File: config.mk
export PLATFORM = sky130hd
export DESIGN_NAME = ssm_sync_serial
export DESIGN_NICKNAME = d
export VERILOG_FILES = /design/src/ssm_sync_serial_pad.sv /design/src/ssm_pkg.sv /design/src/ssm_rate_gen.sv /design/src/ssm_shifter.sv /design/src/ssm_sync_serial.sv
export VERILOG_INCLUDE_DIRS = /design/src /design/src/src
export SDC_FILE = /design/constraint.sdc
export NUM_CORES = 1
export LEC_CHECK = 0
export BUFFER_PORTS_ARGS = -buffer_cell sky130_fd_sc_hd__buf_2
export CORE_UTILIZATION = 36
export CTS_CLUSTER_SIZE = 20
export DETAILED_ROUTE_END_ITERATION = 8
export GPL_TIMING_DRIVEN = 0
export SLEW_MARGIN = 30
export SYNTH_ARGS = -nofsm -noshare
export SYNTH_HDL_FRONTEND = slang
export SYNTH_SLANG_ARGS = --single-unit
File: constraint.sdc
create_clock -name pclk -period 3.25 [get_ports pclk]
set_input_delay 0.1625 -clock pclk [delete_from_list [all_inputs] [get_ports pclk]]
set_output_delay 0.1625 -clock pclk [all_outputs]
set_load 0.03 [all_outputs]
File: src/ssm_defines.svh
// register offsets, field positions, reset values and fixed counts of the
// clock-synchronous serial channel; assumes a 32-bit APB with byte addresses
`ifndef SSM_DEFINES_SVH
`define SSM_DEFINES_SVH

// register byte offsets
`define SSM_OFF_MODE 8'h00
`define SSM_OFF_DIV 8'h04
`define SSM_OFF_ENABLE 8'h08
`define SSM_OFF_TXBUF 8'h0C
`define SSM_OFF_RXBUF 8'h10
`define SSM_OFF_STATUS 8'h14
`define SSM_OFF_IRQ_STAT 8'h18
`define SSM_OFF_IRQ_MASK 8'h1C

// mode register fields
`define SSM_M_PRESC 0
`define SSM_M_HS_RTS 2
`define SSM_M_CLK_EXT 3
`define SSM_M_HS_DIS 4
`define SSM_M_CKPOL 6
`define SSM_M_MSB 7
`define SSM_M_OPEN_DRAIN 8
`define SSM_M_POL_REV 9
`define SSM_M_DATA_INV 10
`define SSM_M_CLKSEL 11
`define SSM_M_CONT_RX 13
`define SSM_M_TX_CAUSE 14

// enable register fields
`define SSM_E_TX 0
`define SSM_E_RX 2

// interrupt status and mask fields
`define SSM_I_TX 0
`define SSM_I_RX 1
`define SSM_I_OVR 2

// reset values
`define SSM_MODE_RST 16'h0000
`define SSM_DIV_RST 8'h00
`define SSM_MASK_RST 3'h0

// fixed counts and the alternate clock select code
`define SSM_FRAME_BITS 8
`define SSM_PRE_F8 8
`define SSM_PRE_F32 32
`define SSM_CLKSEL_ALT 2'h2

`endif

File: src/ssm_sync_serial_pad.sv
// (intentionally empty) 
`timescale 1ns/1ps

File: src/ssm_pkg.sv
// types shared by the synchronous serial channel modules
// assumes ssm_defines.svh supplies the numeric constants
package ssm_pkg;
  typedef enum logic [1:0] {SSM_IDLE, SSM_SHIFT, SSM_DONE} ssm_state_t;
  typedef enum logic [1:0] {SSM_F1, SSM_F8, SSM_F32, SSM_FRES} ssm_presc_t;
  typedef logic [7:0] ssm_byte_t;
endpackage

File: src/ssm_rate_gen.sv
// transfer rate generator: prescaler (f1/f8/f32) then 8-bit divisor n
// assumes run stays low while the clock is idle or external
`timescale 1ns/1ps
`include "ssm_defines.svh"
module ssm_rate_gen (
  input wire logic pclk, // system clock
  input wire logic presetn, // async reset, active low
  input wire logic run, // count while high
  input wire ssm_pkg::ssm_presc_t presc, // prescaler select
  input wire logic [7:0] div, // divisor n, 0..255
  output logic tick // one-cycle half-period pulse
);
  import ssm_pkg::*;

  logic [4:0] pre_cnt;
  logic [7:0] div_cnt;
  logic pre_tick;

  // prescaled enable; f1 passes every cycle
  always_comb begin
    case (presc)
      SSM_F8: pre_tick = (pre_cnt[2:0] == 3'(`SSM_PRE_F8 - 1));
      SSM_F32: pre_tick = (pre_cnt == 5'(`SSM_PRE_F32 - 1));
      default: pre_tick = 1'b1;
    endcase
  end

  always_ff @(posedge pclk or negedge presetn) begin
    if (!presetn) begin
      pre_cnt <= 5'h0;
    end else if (!run) begin
      pre_cnt <= 5'h0;
    end else begin
      pre_cnt <= pre_cnt + 5'h1;
    end
  end

  // n+1 prescaled pulses per half period; any n from 0 to 255 accepted
  always_ff @(posedge pclk or negedge presetn) begin
    if (!presetn) begin
      div_cnt <= 8'h00;
      tick <= 1'b0;
    end else if (!run) begin
      div_cnt <= div;
      tick <= 1'b0;
    end else if (pre_tick && div_cnt == 8'h00) begin
      div_cnt <= div;
      tick <= 1'b1;
    end else begin
      if (pre_tick) begin
        div_cnt <= div_cnt - 8'h01;
      end
      tick <= 1'b0;
    end
  end

  // helper: cycles since last tick, for the spacing check
  logic [13:0] gap;
  logic [13:0] period;
  always_ff @(posedge pclk or negedge presetn) begin
    if (!presetn) begin
      gap <= 14'h0;
    end else if (!run) begin
      gap <= 14'h0;
    end else if (tick) begin
      gap <= 14'h1; // the cycle after a tick is the first of the next gap
    end else begin
      gap <= gap + 14'h1;
    end
  end
  assign period = (14'(div) + 14'h1) * ((presc == SSM_F8) ? 14'(`SSM_PRE_F8) :
                  (presc == SSM_F32) ? 14'(`SSM_PRE_F32) : 14'h1);
endmodule

File: src/ssm_shifter.sv
// 8-bit shift register used for both directions at once
// assumes launch and sample never come in the same cycle
`timescale 1ns/1ps
module ssm_shifter (
  input wire logic pclk, // system clock
  input wire logic presetn, // async reset, active low
  input wire logic load, // take load_data
  input wire ssm_pkg::ssm_byte_t load_data, // word to send
  input wire logic launch, // present next bit
  input wire logic sample, // shift in one bit
  input wire logic msb_first, // bit order select
  input wire logic sin, // received bit
  output ssm_pkg::ssm_byte_t data, // shift contents
  output logic bit_out // bit being sent
);
  import ssm_pkg::*;

  // one register serves tx and rx: each sample frees the bit just sent
  always_ff @(posedge pclk or negedge presetn) begin
    if (!presetn) begin
      data <= 8'h00;
      bit_out <= 1'b1;
    end else if (load) begin
      data <= load_data;
    end else if (launch) begin
      bit_out <= msb_first ? data[7] : data[0];
    end else if (sample) begin
      data <= msb_first ? {data[6:0], sin} : {sin, data[7:1]};
    end
  end
endmodule

File: src/ssm_sync_serial.sv
// clock-synchronous serial channel: APB registers, frame control, pins, irq
// assumes pin inputs already synchronous to pclk; one frame is 8 bits
//
// Register access over APB and the address map were chosen for this implementation.
`timescale 1ns/1ps
`include "ssm_defines.svh"
module ssm_sync_serial #(
  parameter int ADDR_W = 8,
  parameter bit HAS_ALT_CLK = 1'b1,
  parameter bit HAS_DATA_INV = 1'b1
) (
  input wire logic pclk, // system clock, 25 MHz
  input wire logic presetn, // async reset, active low
  input wire logic psel, // apb select
  input wire logic penable, // apb access phase
  input wire logic pwrite, // apb direction
  input wire logic [ADDR_W-1:0] paddr, // apb byte address
  input wire logic [31:0] pwdata, // apb write data
  output logic [31:0] prdata, // apb read data
  output logic pready, // apb ready
  output logic pslverr, // apb error, unmapped address
  output logic serial_out_pin, // serial data out level
  output logic serial_out_pin_oe_n, // serial out enable, low drives
  input wire logic serial_in_pin, // serial data in
  input wire logic transfer_clock_pin_in, // clock pin level
  output logic transfer_clock_pin_out, // clock pin drive level
  output logic transfer_clock_pin_oe_n, // clock pin enable, low drives
  output logic alt_clock_pin_select_out, // second clock pin level
  output logic alt_clock_pin_select_oe_n, // second clock pin enable
  input wire logic handshake_in, // clear-to-send, low means go
  output logic handshake_out, // request-to-send, low means ready
  output logic handshake_oe_n, // handshake enable, low drives
  output logic irq // level interrupt
);
  import ssm_pkg::*;

  logic [15:0] mode;
  logic [7:0] div;
  logic tx_en;
  logic rx_en;
  ssm_byte_t txbuf;
  logic tx_full;
  ssm_byte_t rxbuf;
  logic rx_full;
  logic overrun;
  logic [2:0] irq_stat;
  logic [2:0] irq_mask;
  ssm_state_t state;
  logic [3:0] bit_cnt;
  logic clk_lvl;
  logic ext_q;
  logic rx_arm;

  // mode decode
  logic clk_ext, idle_lvl, msb_first, open_drain, pol_rev, data_inv;
  logic hs_dis, hs_rts, cts_mode, cont_rx, tx_cause, use_alt;
  ssm_presc_t presc;
  assign clk_ext = mode[`SSM_M_CLK_EXT];
  assign idle_lvl = ~mode[`SSM_M_CKPOL];
  assign msb_first = mode[`SSM_M_MSB];
  assign open_drain = mode[`SSM_M_OPEN_DRAIN];
  assign pol_rev = HAS_DATA_INV & mode[`SSM_M_POL_REV];
  assign data_inv = HAS_DATA_INV & mode[`SSM_M_DATA_INV];
  assign hs_dis = mode[`SSM_M_HS_DIS];
  assign hs_rts = mode[`SSM_M_HS_RTS];
  assign cts_mode = ~hs_dis & ~hs_rts;
  assign cont_rx = mode[`SSM_M_CONT_RX];
  assign tx_cause = mode[`SSM_M_TX_CAUSE];
  assign presc = ssm_presc_t'(mode[`SSM_M_PRESC +: 2]);
  // alternate pin only with the internal clock
  assign use_alt = HAS_ALT_CLK & ~clk_ext &
                   (mode[`SSM_M_CLKSEL +: 2] == `SSM_CLKSEL_ALT);

  // apb access decode
  logic acc, wr_acc, rd_acc, mapped;
  logic [ADDR_W-1:0] a8;
  assign a8 = paddr;
  assign acc = psel & penable & pready;
  assign wr_acc = acc & pwrite & ~pslverr;
  assign rd_acc = acc & ~pwrite & ~pslverr;
  always_comb begin
    case (8'(a8))
      `SSM_OFF_MODE, `SSM_OFF_DIV, `SSM_OFF_ENABLE, `SSM_OFF_TXBUF,
      `SSM_OFF_RXBUF, `SSM_OFF_STATUS, `SSM_OFF_IRQ_STAT,
      `SSM_OFF_IRQ_MASK: mapped = (a8[1:0] == 2'h0);
      default: mapped = 1'b0;
    endcase
  end
  logic wr_txbuf, rd_rxbuf;
  assign wr_txbuf = wr_acc && 8'(a8) == `SSM_OFF_TXBUF;
  assign rd_rxbuf = rd_acc && 8'(a8) == `SSM_OFF_RXBUF;

  // frame events
  logic tick, ext_lead, ext_trail, lead_ev, trail_ev, start, last;
  logic sin;
  ssm_byte_t sh_data;
  logic sh_bit;
  assign ext_lead = (ext_q == idle_lvl) & (transfer_clock_pin_in != idle_lvl);
  assign ext_trail = (ext_q != idle_lvl) & (transfer_clock_pin_in == idle_lvl);
  // external clock: one bit per edge pair of the peer's clock
  assign lead_ev = (state == SSM_SHIFT) &
                   (clk_ext ? ext_lead : tick & (clk_lvl == idle_lvl));
  assign trail_ev = (state == SSM_SHIFT) &
                    (clk_ext ? ext_trail : tick & (clk_lvl != idle_lvl));
  assign last = trail_ev & (bit_cnt == 4'(`SSM_FRAME_BITS - 1));
  // a word must be loaded; an external clock must rest at idle
  assign start = (state == SSM_IDLE) & tx_en & tx_full &
                 (~cts_mode | ~handshake_in) &
                 (~clk_ext | (transfer_clock_pin_in == idle_lvl));
  assign sin = serial_in_pin ^ pol_rev;

  ssm_rate_gen u_rate (
    .pclk(pclk),
    .presetn(presetn),
    .run((state == SSM_SHIFT) & ~clk_ext),
    .presc(presc),
    .div(div),
    .tick(tick)
  );

  ssm_shifter u_shift (
    .pclk(pclk),
    .presetn(presetn),
    .load(start),
    .load_data(txbuf),
    .launch(lead_ev),
    .sample(trail_ev),
    .msb_first(msb_first),
    .sin(sin),
    .data(sh_data),
    .bit_out(sh_bit)
  );

  // frame sequencer; tx runs even when only receiving
  always_ff @(posedge pclk or negedge presetn) begin
    if (!presetn) begin
      state <= SSM_IDLE;
      bit_cnt <= 4'h0;
      rx_arm <= 1'b0;
    end else begin
      case (state)
        SSM_IDLE: begin
          if (start) begin
            state <= SSM_SHIFT;
            bit_cnt <= 4'h0;
            rx_arm <= rx_en & tx_en;
          end
        end
        SSM_SHIFT: begin
          if (last) begin
            state <= SSM_DONE;
          end
          if (trail_ev) begin
            bit_cnt <= bit_cnt + 4'h1;
          end
        end
        default: begin
          state <= SSM_IDLE;
        end
      endcase
    end
  end

  // internal transfer clock level; rests at the idle level between frames
  always_ff @(posedge pclk or negedge presetn) begin
    if (!presetn) begin
      clk_lvl <= 1'b1;
      ext_q <= 1'b1;
    end else begin
      ext_q <= transfer_clock_pin_in;
      if (state != SSM_SHIFT) begin
        clk_lvl <= idle_lvl;
      end else if (tick) begin
        clk_lvl <= ~clk_lvl;
      end
    end
  end

  // configuration registers
  always_ff @(posedge pclk or negedge presetn) begin
    if (!presetn) begin
      mode <= `SSM_MODE_RST;
      div <= `SSM_DIV_RST;
      tx_en <= 1'b0;
      rx_en <= 1'b0;
      irq_mask <= `SSM_MASK_RST;
    end else if (wr_acc) begin
      case (8'(a8))
        `SSM_OFF_MODE: mode <= pwdata[15:0];
        `SSM_OFF_DIV: div <= pwdata[7:0];
        `SSM_OFF_ENABLE: begin
          tx_en <= pwdata[`SSM_E_TX];
          rx_en <= pwdata[`SSM_E_RX];
        end
        `SSM_OFF_IRQ_MASK: irq_mask <= pwdata[2:0];
        default: ;
      endcase
    end
  end

  // transmit buffer; a buffer write wins over the start that empties it
  always_ff @(posedge pclk or negedge presetn) begin
    if (!presetn) begin
      txbuf <= 8'h00;
      tx_full <= 1'b0;
    end else if (wr_txbuf) begin
      txbuf <= data_inv ? ~pwdata[7:0] : pwdata[7:0];
      tx_full <= 1'b1;
    end else if (cont_rx && rx_en && rd_rxbuf) begin
      tx_full <= 1'b1; // old word re-sent as dummy
    end else if (start) begin
      tx_full <= 1'b0;
    end
  end

  // receive buffer; receive only stores words when enabled
  always_ff @(posedge pclk or negedge presetn) begin
    if (!presetn) begin
      rxbuf <= 8'h00;
      rx_full <= 1'b0;
      overrun <= 1'b0;
    end else if (state == SSM_DONE && rx_arm) begin
      rxbuf <= sh_data; // overwrite even on overrun
      rx_full <= 1'b1;
      overrun <= overrun | rx_full;
    end else if (rd_rxbuf) begin
      rx_full <= 1'b0;
      overrun <= 1'b0;
    end
  end

  // sticky events, write one to clear, a new event wins over the clear
  logic [2:0] ev, clr;
  assign ev[`SSM_I_TX] = tx_cause ? (state == SSM_DONE) : start;
  assign ev[`SSM_I_RX] = (state == SSM_DONE) & rx_arm & ~rx_full;
  assign ev[`SSM_I_OVR] = (state == SSM_DONE) & rx_arm & rx_full;
  assign clr = (wr_acc && 8'(a8) == `SSM_OFF_IRQ_STAT) ? pwdata[2:0] : 3'h0;
  always_ff @(posedge pclk or negedge presetn) begin
    if (!presetn) begin
      irq_stat <= 3'h0;
      irq <= 1'b0;
    end else begin
      irq_stat <= (irq_stat & ~clr) | ev;
      irq <= |(irq_stat & irq_mask);
    end
  end

  // apb slave: read data captured in setup, zero-wait access phase
  always_ff @(posedge pclk or negedge presetn) begin
    if (!presetn) begin
      prdata <= 32'h0000_0000;
      pready <= 1'b0;
      pslverr <= 1'b0;
    end else begin
      pready <= psel & ~penable;
      pslverr <= psel & ~penable & ~mapped;
      if (psel && !penable) begin
        case (8'(a8))
          `SSM_OFF_MODE: prdata <= {16'h0000, mode};
          `SSM_OFF_DIV: prdata <= {24'h00_0000, div};
          `SSM_OFF_ENABLE: prdata <= {29'h0, rx_en, 1'b0, tx_en};
          `SSM_OFF_TXBUF: prdata <= {24'h00_0000, txbuf};
          `SSM_OFF_RXBUF: prdata <= {24'h00_0000, data_inv ? ~rxbuf : rxbuf};
          // input pin level visible here for use as a plain port
          `SSM_OFF_STATUS: prdata <= {27'h0, serial_in_pin, overrun, rx_full, tx_full,
                                      state != SSM_IDLE};
          `SSM_OFF_IRQ_STAT: prdata <= {29'h0, irq_stat};
          `SSM_OFF_IRQ_MASK: prdata <= {29'h0, irq_mask};
          default: prdata <= 32'h0000_0000;
        endcase
      end
    end
  end

  // pin drivers, all registered so the clock and data keep the same lag
  logic data_lvl;
  assign data_lvl = (state == SSM_IDLE) ? 1'b1 : (sh_bit ^ pol_rev);
  always_ff @(posedge pclk or negedge presetn) begin
    if (!presetn) begin
      serial_out_pin <= 1'b1;
      serial_out_pin_oe_n <= 1'b0;
      transfer_clock_pin_out <= 1'b1;
      transfer_clock_pin_oe_n <= 1'b1;
      alt_clock_pin_select_out <= 1'b1;
      alt_clock_pin_select_oe_n <= 1'b1;
      handshake_out <= 1'b1;
      handshake_oe_n <= 1'b1;
    end else begin
      // open-drain only pulls low; high means released
      serial_out_pin <= open_drain ? 1'b0 : data_lvl;
      serial_out_pin_oe_n <= open_drain & data_lvl;
      transfer_clock_pin_out <= clk_lvl;
      transfer_clock_pin_oe_n <= clk_ext | use_alt;
      alt_clock_pin_select_out <= clk_lvl;
      alt_clock_pin_select_oe_n <= ~use_alt;
      handshake_out <= ~(rx_en & tx_en & tx_full & ~rx_full);
      handshake_oe_n <= hs_dis | ~hs_rts;
    end
  end
endmodule

[After elaboration in Yosys (flattened, before gate mapping)]
Cells that the tools add are included.
Storage, ports and cells
  flip-flop bits (word level): 125
  output and inout bits: 43
  logic and storage cells: 185
Cells by class
  $add $sub $neg: 3
  equality and inequality tests: 27
  multiplexer cells: 36
  bitwise operators: 57
  reduce and logical (&&, ||, !) cells: 30
Operators with widths (count)
  case mux 16 bit (8 select lines): 1
  two-way mux 8 bit: 9
  == test 8 x 5 -> 1 bit, second input constant: 4
  bitwise AND 1 bit: 29
  two-way mux 1 bit: 17
  == test 8 x 4 -> 1 bit, second input constant: 2
  logical NOT 8 bit: 2
  NOT 8 bit: 2
  AND reduction 2 bit: 8
  NOT 1 bit: 15
  nonzero test 2 bit: 5
  == test 8 x 3 -> 1 bit, second input constant: 1
  logical AND 1 bit: 8
  two-way mux 4 bit: 2
  case mux 4 bit (2 select lines): 1
  OR reduction 8 bit: 1
  subtractor 8 x 1 -> 8 bit, second input constant: 1
  bitwise AND 3 bit: 2
  == test 2 bit, second input constant: 3
  inequality test 2 bit, second input constant: 3
  adder 5 x 1 -> 5 bit, second input constant: 1
  == test 5 bit, second input constant: 1
  two-way mux 5 bit: 1
  bitwise OR 1 bit: 5
  other kinds (20): 29

[Depth between registers and ports, before layout]
  depth in word-level cells: 9
  gate-level depth with buffers: 9
  mapped depth without buffers: 7

[Cells and area by module]
From an unflattened synthesis, not the netlist that was laid out.
Second synthesis, totals
  cells, all modules: 493
  area, all modules: 5532.8 sq um
By module, submodules not included
  ssm_sync_serial: instances 1, cells an instance 350, area an instance 4184.0 sq um
  ssm_rate_gen: instances 1, cells an instance 83, area an instance 822.0 sq um
  ssm_shifter: instances 1, cells an instance 60, area an instance 526.8 sq um

[Worst setup path before layout]
No wires, ideal clock.
  path type: flip-flop to flip-flop
  start point: register u_rate.pre_cnt[0]
  end point: register u_rate.div_cnt[0]
  library setup time: 0.124 ns
  arrival: 2.055 ns
  data required time: 3.126 ns
  setup slack: 1.071 ns
  stages on the path, launching flop included: 9
  buffers on the path: 1
  period minus slack after synthesis: 2.179 ns
  path through: dfrtp_1 > ha_1 > and3_1 > ha_1 > a221o_1 > clkbuf_1 > or2_4 > and3_1 > a211o_1
On the way
  longest elaborated chain between the ends: 5
Ends and longest elaborated chain
  from (decl): line ssm_rate_gen.sv:15  | logic [4:0] pre_cnt;
  from (signal assigned): line ssm_rate_gen.sv:34  | pre_cnt <= pre_cnt + 5'h1;
  == test 5 bit / == test 3 bit (equally long branches): line ssm_rate_gen.sv:23, ssm_rate_gen.sv:22
  case mux 1 bit (2 select lines) *: line ssm_rate_gen.sv:21  | case (presc)
  logical AND 1 bit: line ssm_rate_gen.sv:46  | end else if (pre_tick && div_cnt == 8'h00) begin
  two-way mux 8 bit: line ssm_rate_gen.sv:46
  two-way mux 8 bit: line ssm_rate_gen.sv:43  | end else if (!run) begin
  to (signal assigned): line ssm_rate_gen.sv:44  | div_cnt <= div;
  to (signal assigned): line ssm_rate_gen.sv:47  | div_cnt <= div;
  to (signal assigned): line ssm_rate_gen.sv:51  | div_cnt <= div_cnt - 8'h01;
  to (decl): line ssm_rate_gen.sv:16  | logic [7:0] div_cnt;
Every way passes the cells marked *; elsewhere a longest branch is shown, timed or not.
A chain may end at the register's enable or synchronous reset.

[Worst setup path in the final report]
  start point: register u_rate.pre_cnt[0]
  end point: register u_rate.div_cnt[1]
Same word-level chain as after synthesis.

==> results_dict.tcl <==
set metrics [dict create \
    cts_root_buf "clkbuf_16" \
    min_path_cells 2 \
    design.core.area_mm2 0.0151 \
    ys.flop_type "dfrtp_1" \
    grt_pass1_vias 4091 \
    portBuffers 56 \
    setup_viol 0 \
    netlist.area_leader.share 0.451 \
    ys_ff_latch 109 \
    grt_pass1_wl_um 22000 \
    yosysTopAreaCell "dfrtp_1" \
    die_h_um 126 \
    synth_seq_area_share 0.493 \
    ir_worst_vdd_mv 0.235 \
    gp_congestion 0.869 \
    syn_inst 505 \
    cts_tree "done" \
    critical_path_class "register to register" \
    antenna_cells 0 \
    path_clk_slew_ns 0.07 \
    fin_area_mm2 0.00644 \
    async_reset_ff_frac 1.00 \
    worst_pin_slew_ns 0.945 \
    drt-total-wl_um 13400 \
    whs_ns 0.0394 \
    wl_per_cell_um 17.1 \
    fin_crit_ns 2.36 \
    synthesis.area_mm2 0.00555 \
    synth_warnings 0 \
    r2r-end "u_rate.div_cnt[1]$_DFFE_PN0P_" \
    hold_class "primary input to register" \
    firstDrtPassIters 4 \
    reg2reg_slack_ns 0.89 \
    min_from "pwdata[11]" \
    grt_antenna_before_repair 0 \
    drc_errors 0 \
    synth_common_cells "dfrtp_1, nand2_1, mux2_2, nor2_1, o21ai_0" \
    die_w_um 126 \
    drtAntennaViolNets 0 \
    drv_cap 0 \
    finalCritPeriodShare 0.727 \
    p_per_area_mw_per_mm2 513 \
    insertion_delay_ns 0.35 \
    fmax_mhz 423 \
    grt.total_usage 0.181 \
    num_vias 4144 \
    critPathCaptureType "register" \
    synth.distinct_cells 74 \
    dpl.hpwl_um 10100 \
    finalMaxSlewViolations 0 \
    grt-ovfl-total 0 \
    ctsHtreeMaxLevel 3 \
    final_net_count 646 \
    place_area_mm2 0.00616 \
    cts_made_buffers 9 \
    finClkSkew_ns 0.00358 \
    num_rows 45 \
    path_max_fanout 9 \
    reg2reg_from "u_rate.pre_cnt[0]$_DFF_PN0_" \
    yosys-top-cells-area "dfrtp_1, mux2_2, dfstp_2, nand2_1, mux2i_1" \
    drive_above_1_share 0.281 \
    critPathLaunchType "register" \
    critPathRequiredTime_ns 3.49 \
    design.die.area_mm2 0.0159 \
    crit_arrival_ns 2.60 \
    outcome "finished, final reports clean" \
    routed_via_density 5.30 \
    io_pins 91 \
    grt_max_degree 59 \
    postCtsSetupBuffers 0 \
    area_growth_pct 16.0 \
    synth_edf_count 0 \
    synth_most_common_cell "dfrtp_1" \
    synth_area_per_cell_um2 11.0 \
    drtIter0Drc 268 \
    clockBufferDepth 2 \
    hold_violations 0 \
    slew_headroom 0.368 \
    p_leak_nw 3.12 \
    hold_end "mode[11]$_DFFE_PN0P_" \
    initial_core_util 0.367 \
    rsz0062_at_grt "false" \
    cts.sinks 109 \
    reg2reg_depth 8 \
    fin_setup_tns_ns 0 \
]
-- per-stage QoR --
step                      worst slack [ns]   util  std cells  total power, W
after floorplan                       1.07      -        520         0.00213
after global placement               0.782  0.404        764         0.00229
after detailed placement             0.901  0.407        765         0.00233
after CTS                            0.895  0.425        782         0.00334
after global routing                 0.720  0.425        782         0.00351
final                                0.887  0.425        782         0.00331
-- worst max-delay path by stage --
stage                                            from                       endpoint  slack (ns)
final                     u_rate.pre_cnt[0]$_DFF_PN0_  u_rate.div_cnt[1]$_DFFE_PN0P_        0.89
after global routing      u_rate.pre_cnt[0]$_DFF_PN0_  u_rate.div_cnt[3]$_DFFE_PN0P_        0.72
after global placement                        presetn    u_rate.pre_cnt[0]$_DFF_PN0_        0.78
after detailed placement  u_rate.pre_cnt[0]$_DFF_PN0_  u_rate.div_cnt[0]$_DFFE_PN0P_        0.90
after CTS                 u_rate.pre_cnt[0]$_DFF_PN0_  u_rate.div_cnt[1]$_DFFE_PN0P_        0.90
after floorplan           u_rate.pre_cnt[0]$_DFF_PN0_  u_rate.div_cnt[0]$_DFFE_PN0P_        1.07
-- worst max-delay path, cell delays in order (launching register included) --
cell,delay (ns)
dfrtp_1,0.40
ha_1,0.22
and3_1,0.15
ha_1,0.17
a221o_1,0.31
clkbuf_1,0.23
nor2_2,0.37
nor2_1,0.09
a221o_1,0.30
-- sequential cells by signal (all words and copies together), names as in the netlist, 5 cells and up --
register and count:
div 8, prdata 16, u_rate.div_cnt 8, u_rate.pre_cnt 5
txbuf 8, mode 16, rxbuf 8, u_shift.data 8
-- layout by cell type (no fill, tap or decap), types with 4 or more instances in the layout --
cell type  count
dfrtp_1      100
buf_2         66
nand2_1       55
mux2_2        39
nor2_1        24
o21ai_0       21
buf_4         19
a21oi_1       18
o211ai_1      17
mux2i_1       17
conb_1        16
inv_1         15
xor2_1        14
clkbuf_1      14
a22o_1         9
dfstp_2        9
clkbuf_16      9
xnor2_1        8
ha_1           8
nand3_1        7
nand4_1        7
and2_1         6
and3_1         5
nand2b_1       5
nor2b_1        5
buf_6          4
nor3b_1        4
nand3b_1       4
o311ai_1       4
-- final cells by class --
cell class / count / area [µm²]
clock buffer: 14 / 254
multi-input combinational: 351 / 2540
buffer: 45 / 278
fill: 1461 / 8710
tap: 188 / 235
timing repair buffer: 59 / 334
sequential: 109 / 2740
inverter: 15 / 56.3
clock inverter: 1 / 7.51
-- power breakdown --
part / total, W / switching (W) / internal [W]
registers: 0.00164 / 0.000126 / 0.00151
clock network: 0.00100 / 0.000466 / 0.000538
logic: 0.000663 / 0.000357 / 0.000305
total: 0.00331 / 0.000949 / 0.00236
-- cell families (layout without fill, tap and decap cells) --
kind of cell,after synthesis,after routing,synth area share
adders and majority gates,8,8,0.0180
AOI/OAI and AO/OA,100,100,0.134
DFF,109,109,0.493
other,1,16,0.000675
and+or+nand+nor,147,147,0.141
xor gates and xnor gates,22,22,0.0347
buffers and inverters,60,134,0.0602
muxes,58,58,0.118
-- metal layers --
layer	routed length (µm)	track usage
met4	313	0.0730
met5	0	0
met1	6280	0.255
met2	6250	0.280
met3	564	0.0259
-- repair_timing --
| action | in CTS | in global routing |
|---|---|---|
| endpoints found under the hold margin | 47 | 0 |
| resized for setup | 0 | 0 |
| hold buffers | 2 | 0 |
Power figures use the tool's default switching activity.
